**src/common/bccr_map.svh**
```systemverilog
// Register offsets, field positions, reset values and bus address of the board config register bank
`ifndef BCCR_MAP_SVH
`define BCCR_MAP_SVH

// Target address on the dedicated configuration bus (0b1101000)
`define BCCR_DEV_ADDR         7'h68

// Register offsets
`define BCCR_OFS_CLKGEN_IRQ   8'h01
`define BCCR_OFS_PORT_FIRST   8'h02
`define BCCR_OFS_PORT_LAST    8'h05
`define BCCR_OFS_MODULE_CTRL  8'h06

// Clock generator status fields
`define BCCR_BIT_SYS_IRQ      4
`define BCCR_BIT_USR_IRQ      0

// Port buffer control fields
`define BCCR_BIT_FAILSAFE     4
`define BCCR_BIT_TX_EN        1
`define BCCR_BIT_RX_EN        0

// Optical module control fields
`define BCCR_BIT_M1_RS_HI     7
`define BCCR_BIT_M1_RS_LO     6
`define BCCR_BIT_M1_TXDIS     4
`define BCCR_BIT_M0_RS_HI     3
`define BCCR_BIT_M0_RS_LO     2
`define BCCR_BIT_M0_TXDIS     0

// Reset values
`define BCCR_RST_PORT_CTRL    3'h0
`define BCCR_RST_MODULE_CTRL  4'h0
`define BCCR_RST_MIRROR       1'h0

`endif

```
**src/common/bccr_pkg.sv**
```systemverilog
// Types shared by the board config register bank
package bccr_pkg;

  // Serial target protocol phases
  typedef enum logic [2:0] {
    BCCR_IDLE,
    BCCR_ADDR,
    BCCR_ACK,
    BCCR_WRITE,
    BCCR_READ,
    BCCR_MACK
  } bccr_phase_t;

  // Control bits of one backplane port buffer
  typedef struct packed {
    logic failsafe_receiver_select;
    logic tx_pair_driver_enable;
    logic rx_pair_driver_enable;
  } bccr_port_ctrl_t;

  // Four ports, index 0 is port 17
  typedef bccr_port_ctrl_t [3:0] bccr_port_ctrl_arr_t;

  // Writable optical module control pins
  typedef struct packed {
    logic       module1_transmit_disable;
    logic [1:0] module0_rate_select;
    logic       module0_transmit_disable;
  } bccr_module_ctrl_t;

  // Complete state of the register bank
  typedef struct packed {
    logic                scl;
    logic                sda;
    bccr_phase_t         phase;
    logic [3:0]          bitcnt;
    logic [7:0]          shreg;
    logic                rw;
    logic                first;
    logic                nack;
    logic [7:0]          ptr;
    logic                sda_o;
    logic                sda_oe_n;
    logic                system_clkgen_irq_level;
    logic                user_clkgen_irq_level;
    logic [1:0]          module1_rate_select;
    bccr_port_ctrl_arr_t port;
    bccr_module_ctrl_t   modc;
  } bccr_state_t;

endpackage

```
**src/verilog/bccr_regs.sv**
```systemverilog
// Board config controller register bank with its serial target interface
//
// Contract
// Answer serial target address 0b1101000 only
// Status bit 4 mirrors system generator irq
// Status bit 0 mirrors user generator irq
// Four port registers at 0x02..0x05
// Port bit 4 selects failsafe receiver
// Port bit 1 enables TX pair driver
// Port bit 0 enables RX pair driver
// Module bit 0 drives module0 transmit disable
// Module bit 4 drives module1 transmit disable
// Module bits 3:2 drive module0 rate select
// Module bits 7:6 show module1 rate select
// Reserved bits read zero, writes ignored
`timescale 1ns/10ps
`include "bccr_map.svh"

module bccr_regs (
  input  wire logic                          i_core_clk,                   // Core clock, 25 MHz
  input  wire logic                          i_srst,                       // Synchronous reset, active high
  input  wire logic                          i_scl,                        // Serial clock from the master
  input  wire logic                          i_sda,                        // Serial data line level
  output logic                               o_sda,                        // Serial data drive value, always low
  output logic                               o_sda_oe_n,                   // Serial data drive enable, low drives
  input  wire logic                          i_system_clkgen_irq_level,    // System clock generator irq pin
  input  wire logic                          i_user_clkgen_irq_level,      // User clock generator irq pin
  input  wire logic [1:0]                    i_module1_rate_select,        // Module1 rate select pin states
  output bccr_pkg::bccr_port_ctrl_arr_t      o_port_ctrl,                  // Port 17..20 buffer controls
  output bccr_pkg::bccr_module_ctrl_t        o_module_ctrl                 // Optical module control pins
);
  import bccr_pkg::*;

  bccr_state_t s_q;        // Registered state
  bccr_state_t s_d;        // Next state
  logic        scl_rise;   // Serial clock rising edge
  logic        scl_fall;   // Serial clock falling edge
  logic        start_cond; // Data falls while clock high
  logic        stop_cond;  // Data rises while clock high
  logic [7:0]  port_ofs;   // Pointer relative to first port register

  // Port register window test, shared by the read and write paths so they cannot disagree
  function automatic logic in_port_range(input logic [7:0] ofs);
    return (ofs >= `BCCR_OFS_PORT_FIRST) && (ofs <= `BCCR_OFS_PORT_LAST);
  endfunction

  // Readback of one register; unmapped offsets give zero
  function automatic logic [7:0] read_reg(input logic [7:0] ofs, input bccr_state_t st);
    logic [7:0] v;
    logic [7:0] rel;
    v   = 8'h00;
    rel = ofs - `BCCR_OFS_PORT_FIRST;
    if (ofs == `BCCR_OFS_CLKGEN_IRQ) begin
      // system irq mirror
      v[`BCCR_BIT_SYS_IRQ] = st.system_clkgen_irq_level;
      // user irq mirror
      v[`BCCR_BIT_USR_IRQ] = st.user_clkgen_irq_level;
    end else if (in_port_range(ofs)) begin
      // port register readback
      v[`BCCR_BIT_FAILSAFE] = st.port[rel[1:0]].failsafe_receiver_select;
      v[`BCCR_BIT_TX_EN]    = st.port[rel[1:0]].tx_pair_driver_enable;
      v[`BCCR_BIT_RX_EN]    = st.port[rel[1:0]].rx_pair_driver_enable;
    end else if (ofs == `BCCR_OFS_MODULE_CTRL) begin
      // module1 rate select readback
      v[`BCCR_BIT_M1_RS_HI] = st.module1_rate_select[1];
      v[`BCCR_BIT_M1_RS_LO] = st.module1_rate_select[0];
      v[`BCCR_BIT_M1_TXDIS] = st.modc.module1_transmit_disable;
      v[`BCCR_BIT_M0_RS_HI] = st.modc.module0_rate_select[1];
      v[`BCCR_BIT_M0_RS_LO] = st.modc.module0_rate_select[0];
      v[`BCCR_BIT_M0_TXDIS] = st.modc.module0_transmit_disable;
    end
    return v;
  endfunction

  // Line events seen against the previous sample; pins are synchronous already
  always_comb begin
    scl_rise   = ~s_q.scl & i_scl;
    scl_fall   = s_q.scl & ~i_scl;
    start_cond = s_q.scl & i_scl & s_q.sda & ~i_sda;
    stop_cond  = s_q.scl & i_scl & ~s_q.sda & i_sda;
    port_ofs   = s_q.ptr - `BCCR_OFS_PORT_FIRST;
  end

  // Next state: line sampling, protocol sequencing and register writes
  always_comb begin
    s_d     = s_q;
    s_d.scl = i_scl;
    s_d.sda = i_sda;
    // live system irq level
    s_d.system_clkgen_irq_level = i_system_clkgen_irq_level;
    // live user irq level
    s_d.user_clkgen_irq_level = i_user_clkgen_irq_level;
    // live module1 rate select
    s_d.module1_rate_select = i_module1_rate_select;

    if (start_cond) begin
      // Start or repeated start restarts address reception
      s_d.phase    = BCCR_ADDR;
      s_d.bitcnt   = 4'h0;
      s_d.first    = 1'b1;
      s_d.sda_oe_n = 1'b1;
    end else if (stop_cond) begin
      // Stop releases the line whatever we were doing
      s_d.phase    = BCCR_IDLE;
      s_d.sda_oe_n = 1'b1;
    end else begin
      unique case (s_q.phase)
        BCCR_IDLE: begin
          // Wait for a start
          s_d.sda_oe_n = 1'b1;
        end
        BCCR_ADDR, BCCR_WRITE: begin
          // Shift in on rising clock, MSB first
          if (scl_rise && s_q.bitcnt != 4'h8) begin
            s_d.shreg  = {s_q.shreg[6:0], i_sda};
            s_d.bitcnt = s_q.bitcnt + 4'h1;
          end else if (scl_fall && s_q.bitcnt == 4'h8) begin
            s_d.bitcnt = 4'h0;
            if (s_q.phase == BCCR_ADDR) begin
              // match own address
              if (s_q.shreg[7:1] == `BCCR_DEV_ADDR) begin
                s_d.rw       = s_q.shreg[0];
                s_d.phase    = BCCR_ACK;
                s_d.sda_oe_n = 1'b0;
              end else begin
                // Other address: stay off the line until next start
                s_d.phase = BCCR_IDLE;
              end
            end else begin
              s_d.phase    = BCCR_ACK;
              s_d.sda_oe_n = 1'b0;
              if (s_q.first) begin
                // First byte after address loads the pointer
                s_d.ptr   = s_q.shreg;
                s_d.first = 1'b0;
              end else begin
                s_d.ptr = s_q.ptr + 8'h01;
                // four port registers
                if (in_port_range(s_q.ptr)) begin
                  // failsafe select write
                  s_d.port[port_ofs[1:0]].failsafe_receiver_select = s_q.shreg[`BCCR_BIT_FAILSAFE];
                  // TX enable write
                  s_d.port[port_ofs[1:0]].tx_pair_driver_enable = s_q.shreg[`BCCR_BIT_TX_EN];
                  // RX enable write
                  s_d.port[port_ofs[1:0]].rx_pair_driver_enable = s_q.shreg[`BCCR_BIT_RX_EN];
                end else if (s_q.ptr == `BCCR_OFS_MODULE_CTRL) begin
                  // module0 transmit disable
                  s_d.modc.module0_transmit_disable = s_q.shreg[`BCCR_BIT_M0_TXDIS];
                  // module1 transmit disable
                  s_d.modc.module1_transmit_disable = s_q.shreg[`BCCR_BIT_M1_TXDIS];
                  // module0 rate select
                  s_d.modc.module0_rate_select = s_q.shreg[`BCCR_BIT_M0_RS_HI:`BCCR_BIT_M0_RS_LO];
                end
                // other bits and offsets dropped
              end
            end
          end
        end
        BCCR_ACK: begin
          // Acknowledge is held until the next falling clock, through one clock high phase
          if (scl_fall) begin
            s_d.bitcnt   = 4'h0;
            s_d.sda_oe_n = 1'b1;
            if (s_q.rw) begin
              // Load read data and present the MSB at once
              s_d.shreg    = read_reg(s_q.ptr, s_q);
              s_d.ptr      = s_q.ptr + 8'h01;
              s_d.sda_oe_n = s_d.shreg[7];
              s_d.bitcnt   = 4'h1;
              s_d.phase    = BCCR_READ;
            end else begin
              s_d.phase = BCCR_WRITE;
            end
          end
        end
        BCCR_READ: begin
          // Each falling clock shifts the next bit out; after bit 0 let go
          if (scl_fall) begin
            if (s_q.bitcnt == 4'h8) begin
              s_d.sda_oe_n = 1'b1;
              s_d.phase    = BCCR_MACK;
            end else begin
              s_d.shreg    = {s_q.shreg[6:0], 1'b0};
              s_d.sda_oe_n = s_q.shreg[6];
              s_d.bitcnt   = s_q.bitcnt + 4'h1;
            end
          end
        end
        BCCR_MACK: begin
          // Master acknowledge decides whether another byte follows
          if (scl_rise) begin
            s_d.nack = i_sda;
          end else if (scl_fall) begin
            if (s_q.nack) begin
              // Not acknowledged: stay released until stop or start
              s_d.phase = BCCR_IDLE;
            end else begin
              s_d.shreg    = read_reg(s_q.ptr, s_q);
              s_d.ptr      = s_q.ptr + 8'h01;
              s_d.sda_oe_n = s_d.shreg[7];
              s_d.bitcnt   = 4'h1;
              s_d.phase    = BCCR_READ;
            end
          end
        end
      endcase
    end
  end

  // State register; idle lines are taken as high so reset sees no false start
  always_ff @(posedge i_core_clk) begin
    if (i_srst) begin
      s_q.scl      <= 1'b1;
      s_q.sda      <= 1'b1;
      s_q.phase    <= BCCR_IDLE;
      s_q.bitcnt   <= 4'h0;
      s_q.shreg    <= 8'h00;
      s_q.rw       <= 1'b0;
      s_q.first    <= 1'b1;
      s_q.nack     <= 1'b1;
      s_q.ptr      <= 8'h00;
      s_q.sda_o    <= 1'b0;
      s_q.sda_oe_n <= 1'b1;
      s_q.system_clkgen_irq_level <= `BCCR_RST_MIRROR;
      s_q.user_clkgen_irq_level   <= `BCCR_RST_MIRROR;
      s_q.module1_rate_select     <= {2{`BCCR_RST_MIRROR}};
      s_q.port     <= {4{`BCCR_RST_PORT_CTRL}};
      s_q.modc     <= `BCCR_RST_MODULE_CTRL;
    end else begin
      s_q <= s_d;
    end
  end

  // Outputs straight from state flops
  always_comb begin
    o_sda         = s_q.sda_o;
    o_sda_oe_n    = s_q.sda_oe_n;
    o_port_ctrl   = s_q.port;
    o_module_ctrl = s_q.modc;
  end

endmodule // bccr_regs
```
**config.mk**
```make
export PLATFORM = sky130hd
export DESIGN_NAME = bccr_regs
export DESIGN_NICKNAME = d
export VERILOG_FILES = /design/src/common/bccr_pkg.sv /design/src/verilog/bccr_regs.sv
export VERILOG_INCLUDE_DIRS = /design/src /design/src/common
export SDC_FILE = /design/constraint.sdc
export NUM_CORES = 1
export LEC_CHECK = 0
export ABC_AREA = 1
export BUFFER_PORTS_ARGS = -buffer_cell sky130_fd_sc_hd__buf_2
export CAP_MARGIN = 0
export CELL_PAD_IN_SITES_DETAIL_PLACEMENT = 1
export CELL_PAD_IN_SITES_GLOBAL_PLACEMENT = 1
export CORE_ASPECT_RATIO = 0.7
export CORE_MARGIN = 3
export CORE_UTILIZATION = 30
export CTS_BUF_LIST = sky130_fd_sc_hd__clkbuf_4
export DETAILED_ROUTE_END_ITERATION = 7
export PLACE_DENSITY = 0.65
export RECOVER_POWER = 25
export SLEW_MARGIN = 10
export SYNTH_ARGS = -nofsm -noshare
export SYNTH_HDL_FRONTEND = slang
export SYNTH_SLANG_ARGS = --single-unit
```
**constraint.sdc**
```tcl
create_clock -name i_core_clk -period 1.7 [get_ports i_core_clk]
set_input_delay 0.17 -clock i_core_clk [delete_from_list [all_inputs] [get_ports i_core_clk]]
set_output_delay 0.17 -clock i_core_clk [all_outputs]
set_load 0.03 [all_outputs]
```
==> run metrics, run 1 <==
crit-path max cell delay 390 ps; Cell Chain, Critical Path inv_6, ha_4, nand3b_1, nand2_2, nor2_4, buf_6, nand3_4, buf_6, a21oi_2; Initial DRC Count 147; final hold vios 0; most used cell, CP buf_6; Core Util, Final 42.2%; CP max FO 6; number of library cell types mapped by synthesis 34; # rows 29; clock network latency to the later pin of the worst-skew pair 390 ps; buffers plus inverters on the worst setup path 3; Mapped Cells 473; measured slew at the worst slew-check pin 826 ps; final max-slew violation count 0; core box area 9400 um2; WL/cell 15.9 um; max_slew headroom 45.0%; # fillers 1,205; fin crit period 1660 ps; outcome completed; critical setup path kind register to register; Clock Skew 15.3 ps; clock tree buffer depth 2; Worst Hold Class input pin to register; DRT Pass-1 Iters 4; P per Cell Area 1170 nW/um2; multi-input logic area 1860 um2; synth top area cells dfxtp_1 33%, nand2_1 14%, nor2_1 8.7%, inv_1 7.9%, o21ai_0 7.0%; leading area contributor after synthesis dfxtp_1; Arr. time, crit path 2000 ps; die area 11,300 um2; Area after DPL 3480 um2; antenna-violating nets left 0; Root Driver clkbuf_4; Clock transition at path regs 160 ps; CP max stage cell dfxtp_4; Final #Nets 550; share of post-route cells with drive strength above 1 30.4%; GRT overflow 0; commonest non-fill, non-tap cells in the layout 105 x nand2_1, 63 x nor2_1, 54 x inv_1, 42 x buf_4, 40 x dfxtp_1; GRT Overall Usage 18.2%; Leak 1.81 nW; HPWL after DPL 7.93 mm; CP endpoint kind register; Post-Route WL 10.5 mm; most common cell after layout, fill and taps aside nand2_1; Area growth syn-to-layout 31.8%; post-synthesis register bit count 49; Syn Std Cell Area 3010 um2; die span in y 89.8 um; delay-heaviest family, CP simple AND/OR/NAND/NOR gates; Sequential cell area 997 um2; H-tree levels 2; Starting Density 32.0%; largest net degree at the start of global routing 31; Fin Hold WS 50.9 ps; CTS tree done; RSZ-0062 raised after global routing true; max frequency 602 MHz; Via density 4.80; initial antenna violation count 0; period utilization 97.7%; crit start category register; DR DRC count 0; Max Cap Viol 0; non-filler instance count after layout 661; Mapped Nets 487; design area 3960 um2; area share of the largest cell type after synthesis 32.6%; vias in the first global route 3,001; I/O Pins 26; Ys Warns 0; # setup viols final 0; sequential fraction of the synthesis area 32.6%; first-pass GRT wire length 16.5 mm; Syn Area/Cell 6.36 um2; die width 126 um; DP Cell Count 640; clock sinks 49; RD Place Congestion 0.890; number of inserted diodes 0; DR vias 3,176; CTS Buf Count 5; Port-buffer cells 24; VDD IR max 588 uV; Required @ worst endpoint 2040 ps
[cells by family after synthesis]
logic type | after synthesis | share of synthesized area [%]
flip-flops | 49 | 32.6
buffers and inverters | 95 | 14.3
AND/OR/NAND/NOR | 242 | 36.0
adder cells (fa/ha/maj) | 6 | 2.50
XOR/XNOR | 5 | 1.46
other | 1 | 0.125
AO/OA/AOI/OAI | 75 | 13.1
[sequential cells by signal, summed over array words and instances, names as in the netlist]
register	cells
s_q	32
o_port_ctrl	12
o_module_ctrl	4
o_sda_oe_n	1
[routing by layer]
layer,GRT usage [%],routed length (um),vias up
met3,3.14,355,9
met4,2.98,77,0
li1,-,-,1604
met2,24.9,4190,46
met1,29.5,5860,1517
met5,0,0,-
[synth_stat cells]
library cell / n
o21bai_1: 1
inv_1: 63
clkinv_1: 1
nor3_4: 1
o211ai_1: 1
clkinv_2: 1
a21oi_2: 1
nor3_1: 1
nand2_2: 4
nand3_4: 1
xnor2_1: 1
clkbuf_1: 4
nand3_1: 25
xor2_1: 4
a211oi_1: 1
dfxtp_1: 49
nand4_1: 9
nand3_2: 8
nor3b_1: 1
o21ai_0: 42
buf_4: 18
a21oi_1: 26
nand3b_1: 2
buf_2: 3
o311ai_0: 1
nor2_2: 5
ha_1: 6
conb_1: 1
o21a_1: 1
inv_2: 5
nor2_4: 1
nor2_1: 70
o21ai_1: 1
nand2_1: 114
[path summary, 6_finish.rpt]
check                   from         endpoint  slack (ps)  depth (start not counted)
max                  s_q[23]   o_port_ctrl[3]          40                          9
min                    i_sda          s_q[48]          50                          3
max reg2reg          s_q[23]   o_port_ctrl[3]          40                          9
min reg2reg  o_port_ctrl[10]  o_port_ctrl[10]         480                          2
[power breakdown]
group | switching [mW] | internal [mW] | leakage, nW
Combinational | 1.54 | 0.911 | 1.37
Clock | 0.419 | 0.305 | 0.0389
Sequential | 0.153 | 1.30 | 0.404
[what timing repair did]
action | 4_1_cts | 5_1_grt
gates cloned | 0 | 1
setup endpoints to repair | 29 | 40
resized for setup | 17 | 87
hold buffers | 5 | 0
pin swaps | 3 | 20
setup buffers | 3 | 5
endpoints found under the hold margin | 5 | 0
[metrics by stage]
step / power, mW / TNS, ps / setup WS, ps
global placement: 3.41 / 0 / 6.45
CTS: 4.29 / -27.8 / -16.2
finish: 4.62 / 0 / 38.3
global route: 4.97 / -691 / -55.5
detailed placement: 3.47 / -1100 / -90.0
floorplan: 2.67 / 0 / 36.5
[tightest hold or removal path, delay by kind of cell]
family                 cells  cell delay [ps]
buffers and inverters      2              160
and+or+nand+nor            1               70
[area by class of cell]
cell class | instances | area share (%)
inverters | 70 | 7.01
flip-flops and latches | 49 | 25.2
clock inverters | 3 | 1.04
multi-input cells | 330 | 46.8
repair buffers | 80 | 15.1
well taps | 124 | 3.92
clock buffers | 5 | 0.948
Power figures use the tool's default switching activity.
==> run 2, diff against run 1 <==
Settings changed: BUFFER_PORTS_ARGS -buffer_cell sky130_fd_sc_hd__buf_2 to unset, CORE_UTILIZATION 30 to 42, DONT_BUFFER_PORTS set to 1, PLACE_DENSITY 0.65 to 0.81.
==> run metrics, run 2 (same netlist as run 1, synthesis figures left out) <==
max frequency 526 MHz (-13%); most common cell after layout, fill and taps aside nand2_1; core box area 6850 um2 (-27%); Clock Skew 14.4 ps (-0.938 ps); antenna-violating nets left 0 (unchanged); CP endpoint kind register; # rows 25 (-14%); Root Driver clkbuf_4; Min-Delay Startpoint i_srst; Reg with most FFs s_q; outcome complete, but fails checks; Leak 1.80 nW (-0.44%); Starting Density 43.9% (+12 points); clock sinks 49 (unchanged); vias in the first global route 3,298 (+9.9%); die area 8230 um2 (-27%); DRT Pass-1 Iters 5 (+1); WL/cell 21.6 um (+36%); Max Cap Viol 0 (unchanged); Via density 5.82 (+21%); die width 107 um (-15%); period utilization 112% (+14 points); clock tree buffer depth 2 (unchanged); DR vias 3,628 (+14%); GRT Overall Usage 25.6% (+7.4 points); share of post-route cells with drive strength above 1 29.5% (-0.86 points); CTS tree done; non-filler instance count after layout 623 (-5.7%); DP Cell Count 595 (-7.0%); Fin Hold WS 134 ps (+82.9 ps); largest net degree at the start of global routing 18 (-42%); I/O Pins 26 (unchanged); Final #Nets 542 (-1.5%); Tot Pwr 4.87 mW (+5.5%); failing checks setup timing; Sequential cell area 996 um2 (-0.13%); Required @ worst endpoint 2000 ps (-40 ps); r2r endpoint s_q[24]; Post-Route WL 13.5 mm (+28%); reg2reg path depth 8 (-1); VDD IR max 502 uV (-15%); FF-to-FF Start s_q[23]; initial antenna violation count 0 (unchanged); first-pass GRT wire length 16.7 mm (+1.2%); # fillers 895 (-26%); Clock transition at path regs 160 ps (about the same); Hold EP s_q[48]; final worst setup slack -203 ps (-241 ps); DR DRC count 0 (unchanged); Area growth syn-to-layout 32.0%; clock network latency to the later pin of the worst-skew pair 390 ps (about the same); number of inserted diodes 0 (unchanged); HPWL after DPL 7.70 mm (-2.8%); fin crit period 1900 ps (+241 ps); P per Cell Area 1230 nW/um2 (+5.3%); multi-input logic area 1890 um2 (+2.1%); Worst Hold Class input pin to register; Arr. time, crit path 2200 ps (+200 ps); Core Util, Final 57.9% (+16 points); critical setup path kind register to register; crit start category register; setup TNS -764 ps (-764 ps); die span in y 76.8 um (-14%); H-tree levels 2 (unchanged); commonest non-fill, non-tap cells in the layout 105 x nand2_1, 64 x nor2_1, 56 x inv_1, 49 x buf_4, 41 x dfxtp_1; measured slew at the worst slew-check pin 674 ps (-151 ps); RSZ-0062 raised after global routing true; max reg flops 32 (unchanged); final hold vios 0 (unchanged); Port-buffer cells 0 (-100%); Hold Path Stages 3 (unchanged); Initial DRC Count 336 (+130%); CP max FO 7 (+1); Reg2Reg Setup Slack -200 ps (-240 ps); final max-slew violation count 0 (unchanged); RD Place Congestion 0.892 (+0.20%); max_slew headroom 54.9% (+9.9 points); # setup viols final 12 (+12); CTS Buf Count 5 (unchanged); GRT overflow 0 (unchanged)
==> run 2: cell types whose count changed in the layout (fill, tap and decap cells not counted), sizes merged <==
cell	delta
dlygate4sd3	+2
buf	-8
bufinv	-1
inv	-1
==> run 2: metal layers <==
layer  vias up  part of all wire, %  global-route usage, %
li1       1585                    -                      -
met1      1767                   42                   37.5
met2       215                   45                   39.1
met3        61                  7.9                   4.21
met4         0                  4.8                   5.62
met5         -                    0                      0
==> run 2: critical path, cell delays in order (launching register included) <==
cell and delay, ps:
dfxtp_4 400, buf_6 140, buf_8 140, ha_4 160, buf_4 150, xnor2_1 130
o21ai_0 300, o21ai_0 190, nor2_1 200
==> run 2: where the power goes <==
part	leakage (nW)	switching (mW)	total, mW	internal, mW
sequential	0.403	0.216	1.51	1.30
clock	0.0324	0.421	0.617	0.196
combinational	1.37	1.75	2.75	0.998
==> run 2: layout make-up <==
class	instances	share of cell area [%]
Multi-Input combinational cell	330	47.7
Sequential cell	49	25.1
Timing Repair Buffer	72	15.6
Inverter	70	7.10
Tap cell	94	2.96
Clock buffer	7	1.32
Clock inverter	1	0.189
==> run 2: worst max-delay path by stage <==
stage / start / endpoint / slack [ps] / cells after the start
final: s_q[23] / s_q[24] / -200 / 8
after global routing: s_q[23] / s_q[24] / -230 / 8
after CTS: s_q[42] / s_q[27] / 2 / 13
after detailed placement: s_q[41] / s_q[23] / -150 / 12
after global placement: s_q[22] / o_sda_oe_n / -50 / 9
after floorplan: s_q[22] / o_module_ctrl[2] / 40 / 10
==> run 2: through the flow <==
stage	worst slack, ps	area [um2]
6_report	-203	3970
5_1_grt	-226	3970
4_1_cts	1.78	3650
3_5_place_dp	-145	3390
3_3_place_gp	-52.3	3390
2_1_floorplan	36.5	3020
==> run 2: timing repair <==
| action | 4_1_cts | 5_1_grt |
|---|---|---|
| hold buffers | 7 | 0 |
| endpoints found under the setup margin | 36 | 40 |
| hold endpoints to repair | 19 | 0 |
| cloned | 0 | 1 |
| setup buffers | 6 | 7 |
| pin swaps | 6 | 24 |
| resized for setup | 31 | 87 |
==> run 3, diff against run 2 <==
Settings changed: CELL_PAD_IN_SITES_DETAIL_PLACEMENT 1 to 0, CELL_PAD_IN_SITES_GLOBAL_PLACEMENT 1 to 2, CORE_UTILIZATION 42 to 32, PLACE_DENSITY 0.81 to 0.8, TNS_END_PERCENT set to 20.
==> run metrics, run 3 (same netlist as run 1, synthesis figures left out) <==
first-pass GRT wire length 14.1 mm (-16%); crit start category register; die width 122 um (+14%); share of post-route cells with drive strength above 1 26.7% (-2.8 points); clock tree buffer depth 2 (unchanged); initial antenna violation count 0 (unchanged); crit-path max cell delay 350 ps (-50 ps); VDD IR max 415 uV (-17%); H-tree levels 2 (unchanged); Net Sw Frac 44.6% (-4.4 points); Post-Route WL 8.97 mm (-33%); DP Cell Count 628 (+5.5%); CTS Buf Count 5 (unchanged); P per Cell Area 1130 nW/um2 (-8.3%); design area 3900 um2 (-1.8%); Reg2Reg Setup Slack 30 ps (+240 ps); final max-slew violation count 0 (unchanged); I/O Pins 26 (unchanged); Area growth syn-to-layout 29.6%; Internal 2.43 mW (-2.3%); antenna-violating nets left 0 (unchanged); Clock transition at path regs 150 ps (about the same); Hold Path Stages 3 (unchanged); # setup viols final 0 (-12); Port-buffer cells 0 (unchanged); RSZ-0062 raised after global routing true; clock sinks 49 (unchanged); non-filler instance count after layout 648 (+4.0%); CP max stage cell dfxtp_2; Initial DRC Count 220 (-35%); DRT Pass-1 Iters 5 (unchanged); Hold EP s_q[49]; most common cell after layout, fill and taps aside nand2_1; Clock power frac 13.9% (+1.2 points); Leak 1.78 nW (-1.5%); Max Cap Viol 0 (unchanged); final worst setup slack 32.4 ps (+235 ps); Min-Delay Startpoint i_srst; commonest non-fill, non-tap cells in the layout 108 x nand2_1, 66 x nor2_1, 59 x inv_1, 51 x buf_4, 43 x dfxtp_1; P_sw 1.96 mW (-18%); Final #Nets 541 (-0.18%); DR DRC count 0 (unchanged); core box area 8790 um2 (+28%); measured slew at the worst slew-check pin 546 ps (-128 ps); r2r endpoint o_port_ctrl[5]; period utilization 98.1% (-14 points); Clock Skew 8.43 ps (-5.94 ps); critical setup path kind register to register; dpl ws -87.6 ps (+57.7 ps); Starting Density 34.2% (-9.7 points); share of power burned in registers 33.0% (+2.0 points); GRT Overall Usage 17.1% (-8.4 points); DR vias 3,039 (-16%); RD Place Congestion 0.957 (+7.3%); die span in y 87.1 um (+13%); max reg flops 32 (unchanged); WL/cell 13.8 um (-36%); fin crit period 1670 ps (-235 ps); CTS tree done; Worst Hold Class input pin to register; Reg with most FFs s_q; Combinational Power Share 53.1% (-3.2 points); # rows 28 (+12%); number of inserted diodes 0 (unchanged); CP endpoint kind register; GRT overflow 0 (unchanged); Required @ worst endpoint 2030 ps (+30 ps); Via density 4.69 (-19%); Root Driver clkbuf_4; Tot Pwr 4.39 mW (-10%); largest net degree at the start of global routing 31 (+13); HPWL after DPL 6.67 mm (-13%); final hold vios 0 (unchanged); max frequency 600 MHz (+14%); FF-to-FF Start s_q[42]; outcome completed; Cell Chain, Critical Path inv_2, ha_4, nand2_2, nor2_4, nand2_4, nor3_4, buf_12, nand3_4, buf_6, a21oi_1; CP max FO 5 (-2); die area 10,600 um2 (+29%); setup TNS 0 ps (+764 ps); reg2reg path depth 10 (+2); Area after DPL 3470 um2 (+2.5%); clock network latency to the later pin of the worst-skew pair 380 ps (about the same); max_slew headroom 63.5% (+8.6 points); Arr. time, crit path 1990 ps (-210 ps); vias in the first global route 2,723 (-17%)
## run 3: how the worst max path moves through the flow
stage,startpoint,to,slack [ps]
floorplan,s_q[22],o_module_ctrl[2],40
CTS,s_q[23],o_port_ctrl[3],-30
detailed placement,s_q[41],s_q[25],-90
finish,s_q[42],o_port_ctrl[5],30
global route,s_q[42],o_module_ctrl[0],-70
global placement,s_q[41],s_q[25],-20
## run 3: power by group through the flow
stage,clock network [mW],logic (mW),registers (mW)
after detailed placement,0,2.04,1.45
after floorplan,0,1.25,1.42
after global routing,0.678,2.61,1.47
after CTS,0.634,2.08,1.42
after global placement,0,2.07,1.44
final,0.611,2.33,1.45
## run 3: per-layer routing
| metal | routed length, um | vias up | track usage [%] | part of all wire (%) |
|---|---|---|---|---|
| li1 | - | 1590 | - | - |
| met1 | 5110 | 1381 | 28.2 | 57 |
| met2 | 3300 | 61 | 22.0 | 37 |
| met3 | 491 | 7 | 3.51 | 5.5 |
| met4 | 70 | 0 | 3.56 | 0.78 |
| met5 | 0 | - | 0 | 0 |
## run 3: final cells by class
class                   count  area, um2
repair buffers             71        579
flip-flops and latches     49        996
inverters                  70        277
clock buffers               8       60.1
multi-input cells         330       1840
well taps                 120        150
fillers                   928       4900
## run 3: repair_timing
| action | in CTS | in global routing |
|---|---|---|
| setup endpoints to repair | 26 | 40 |
| hold endpoints to repair | 18 | 0 |
| hold buffers | 7 | 0 |
| resized for setup | 5 | 84 |
| gates cloned | 0 | 1 |
| buffers inserted | 0 | 4 |
| pin swaps | 1 | 23 |
## run 3: worst max-delay path: cells and delay by family (launching register included)
kind	cells	cell delay, ps
AOI/OAI and AO/OA	1	120
adders and majority gates	1	140
and+or+nand+nor	5	640
DFF	1	350
buffers and inverters	3	380
## run 3: through the flow
stage / util, % / hold WS, ps
floorplan: - / 277
CTS: 41.1 / 141
global placement: 39.5 / 243
global route: 44.3 / 190
finish: 44.3 / 195
detailed placement: 39.5 / 244
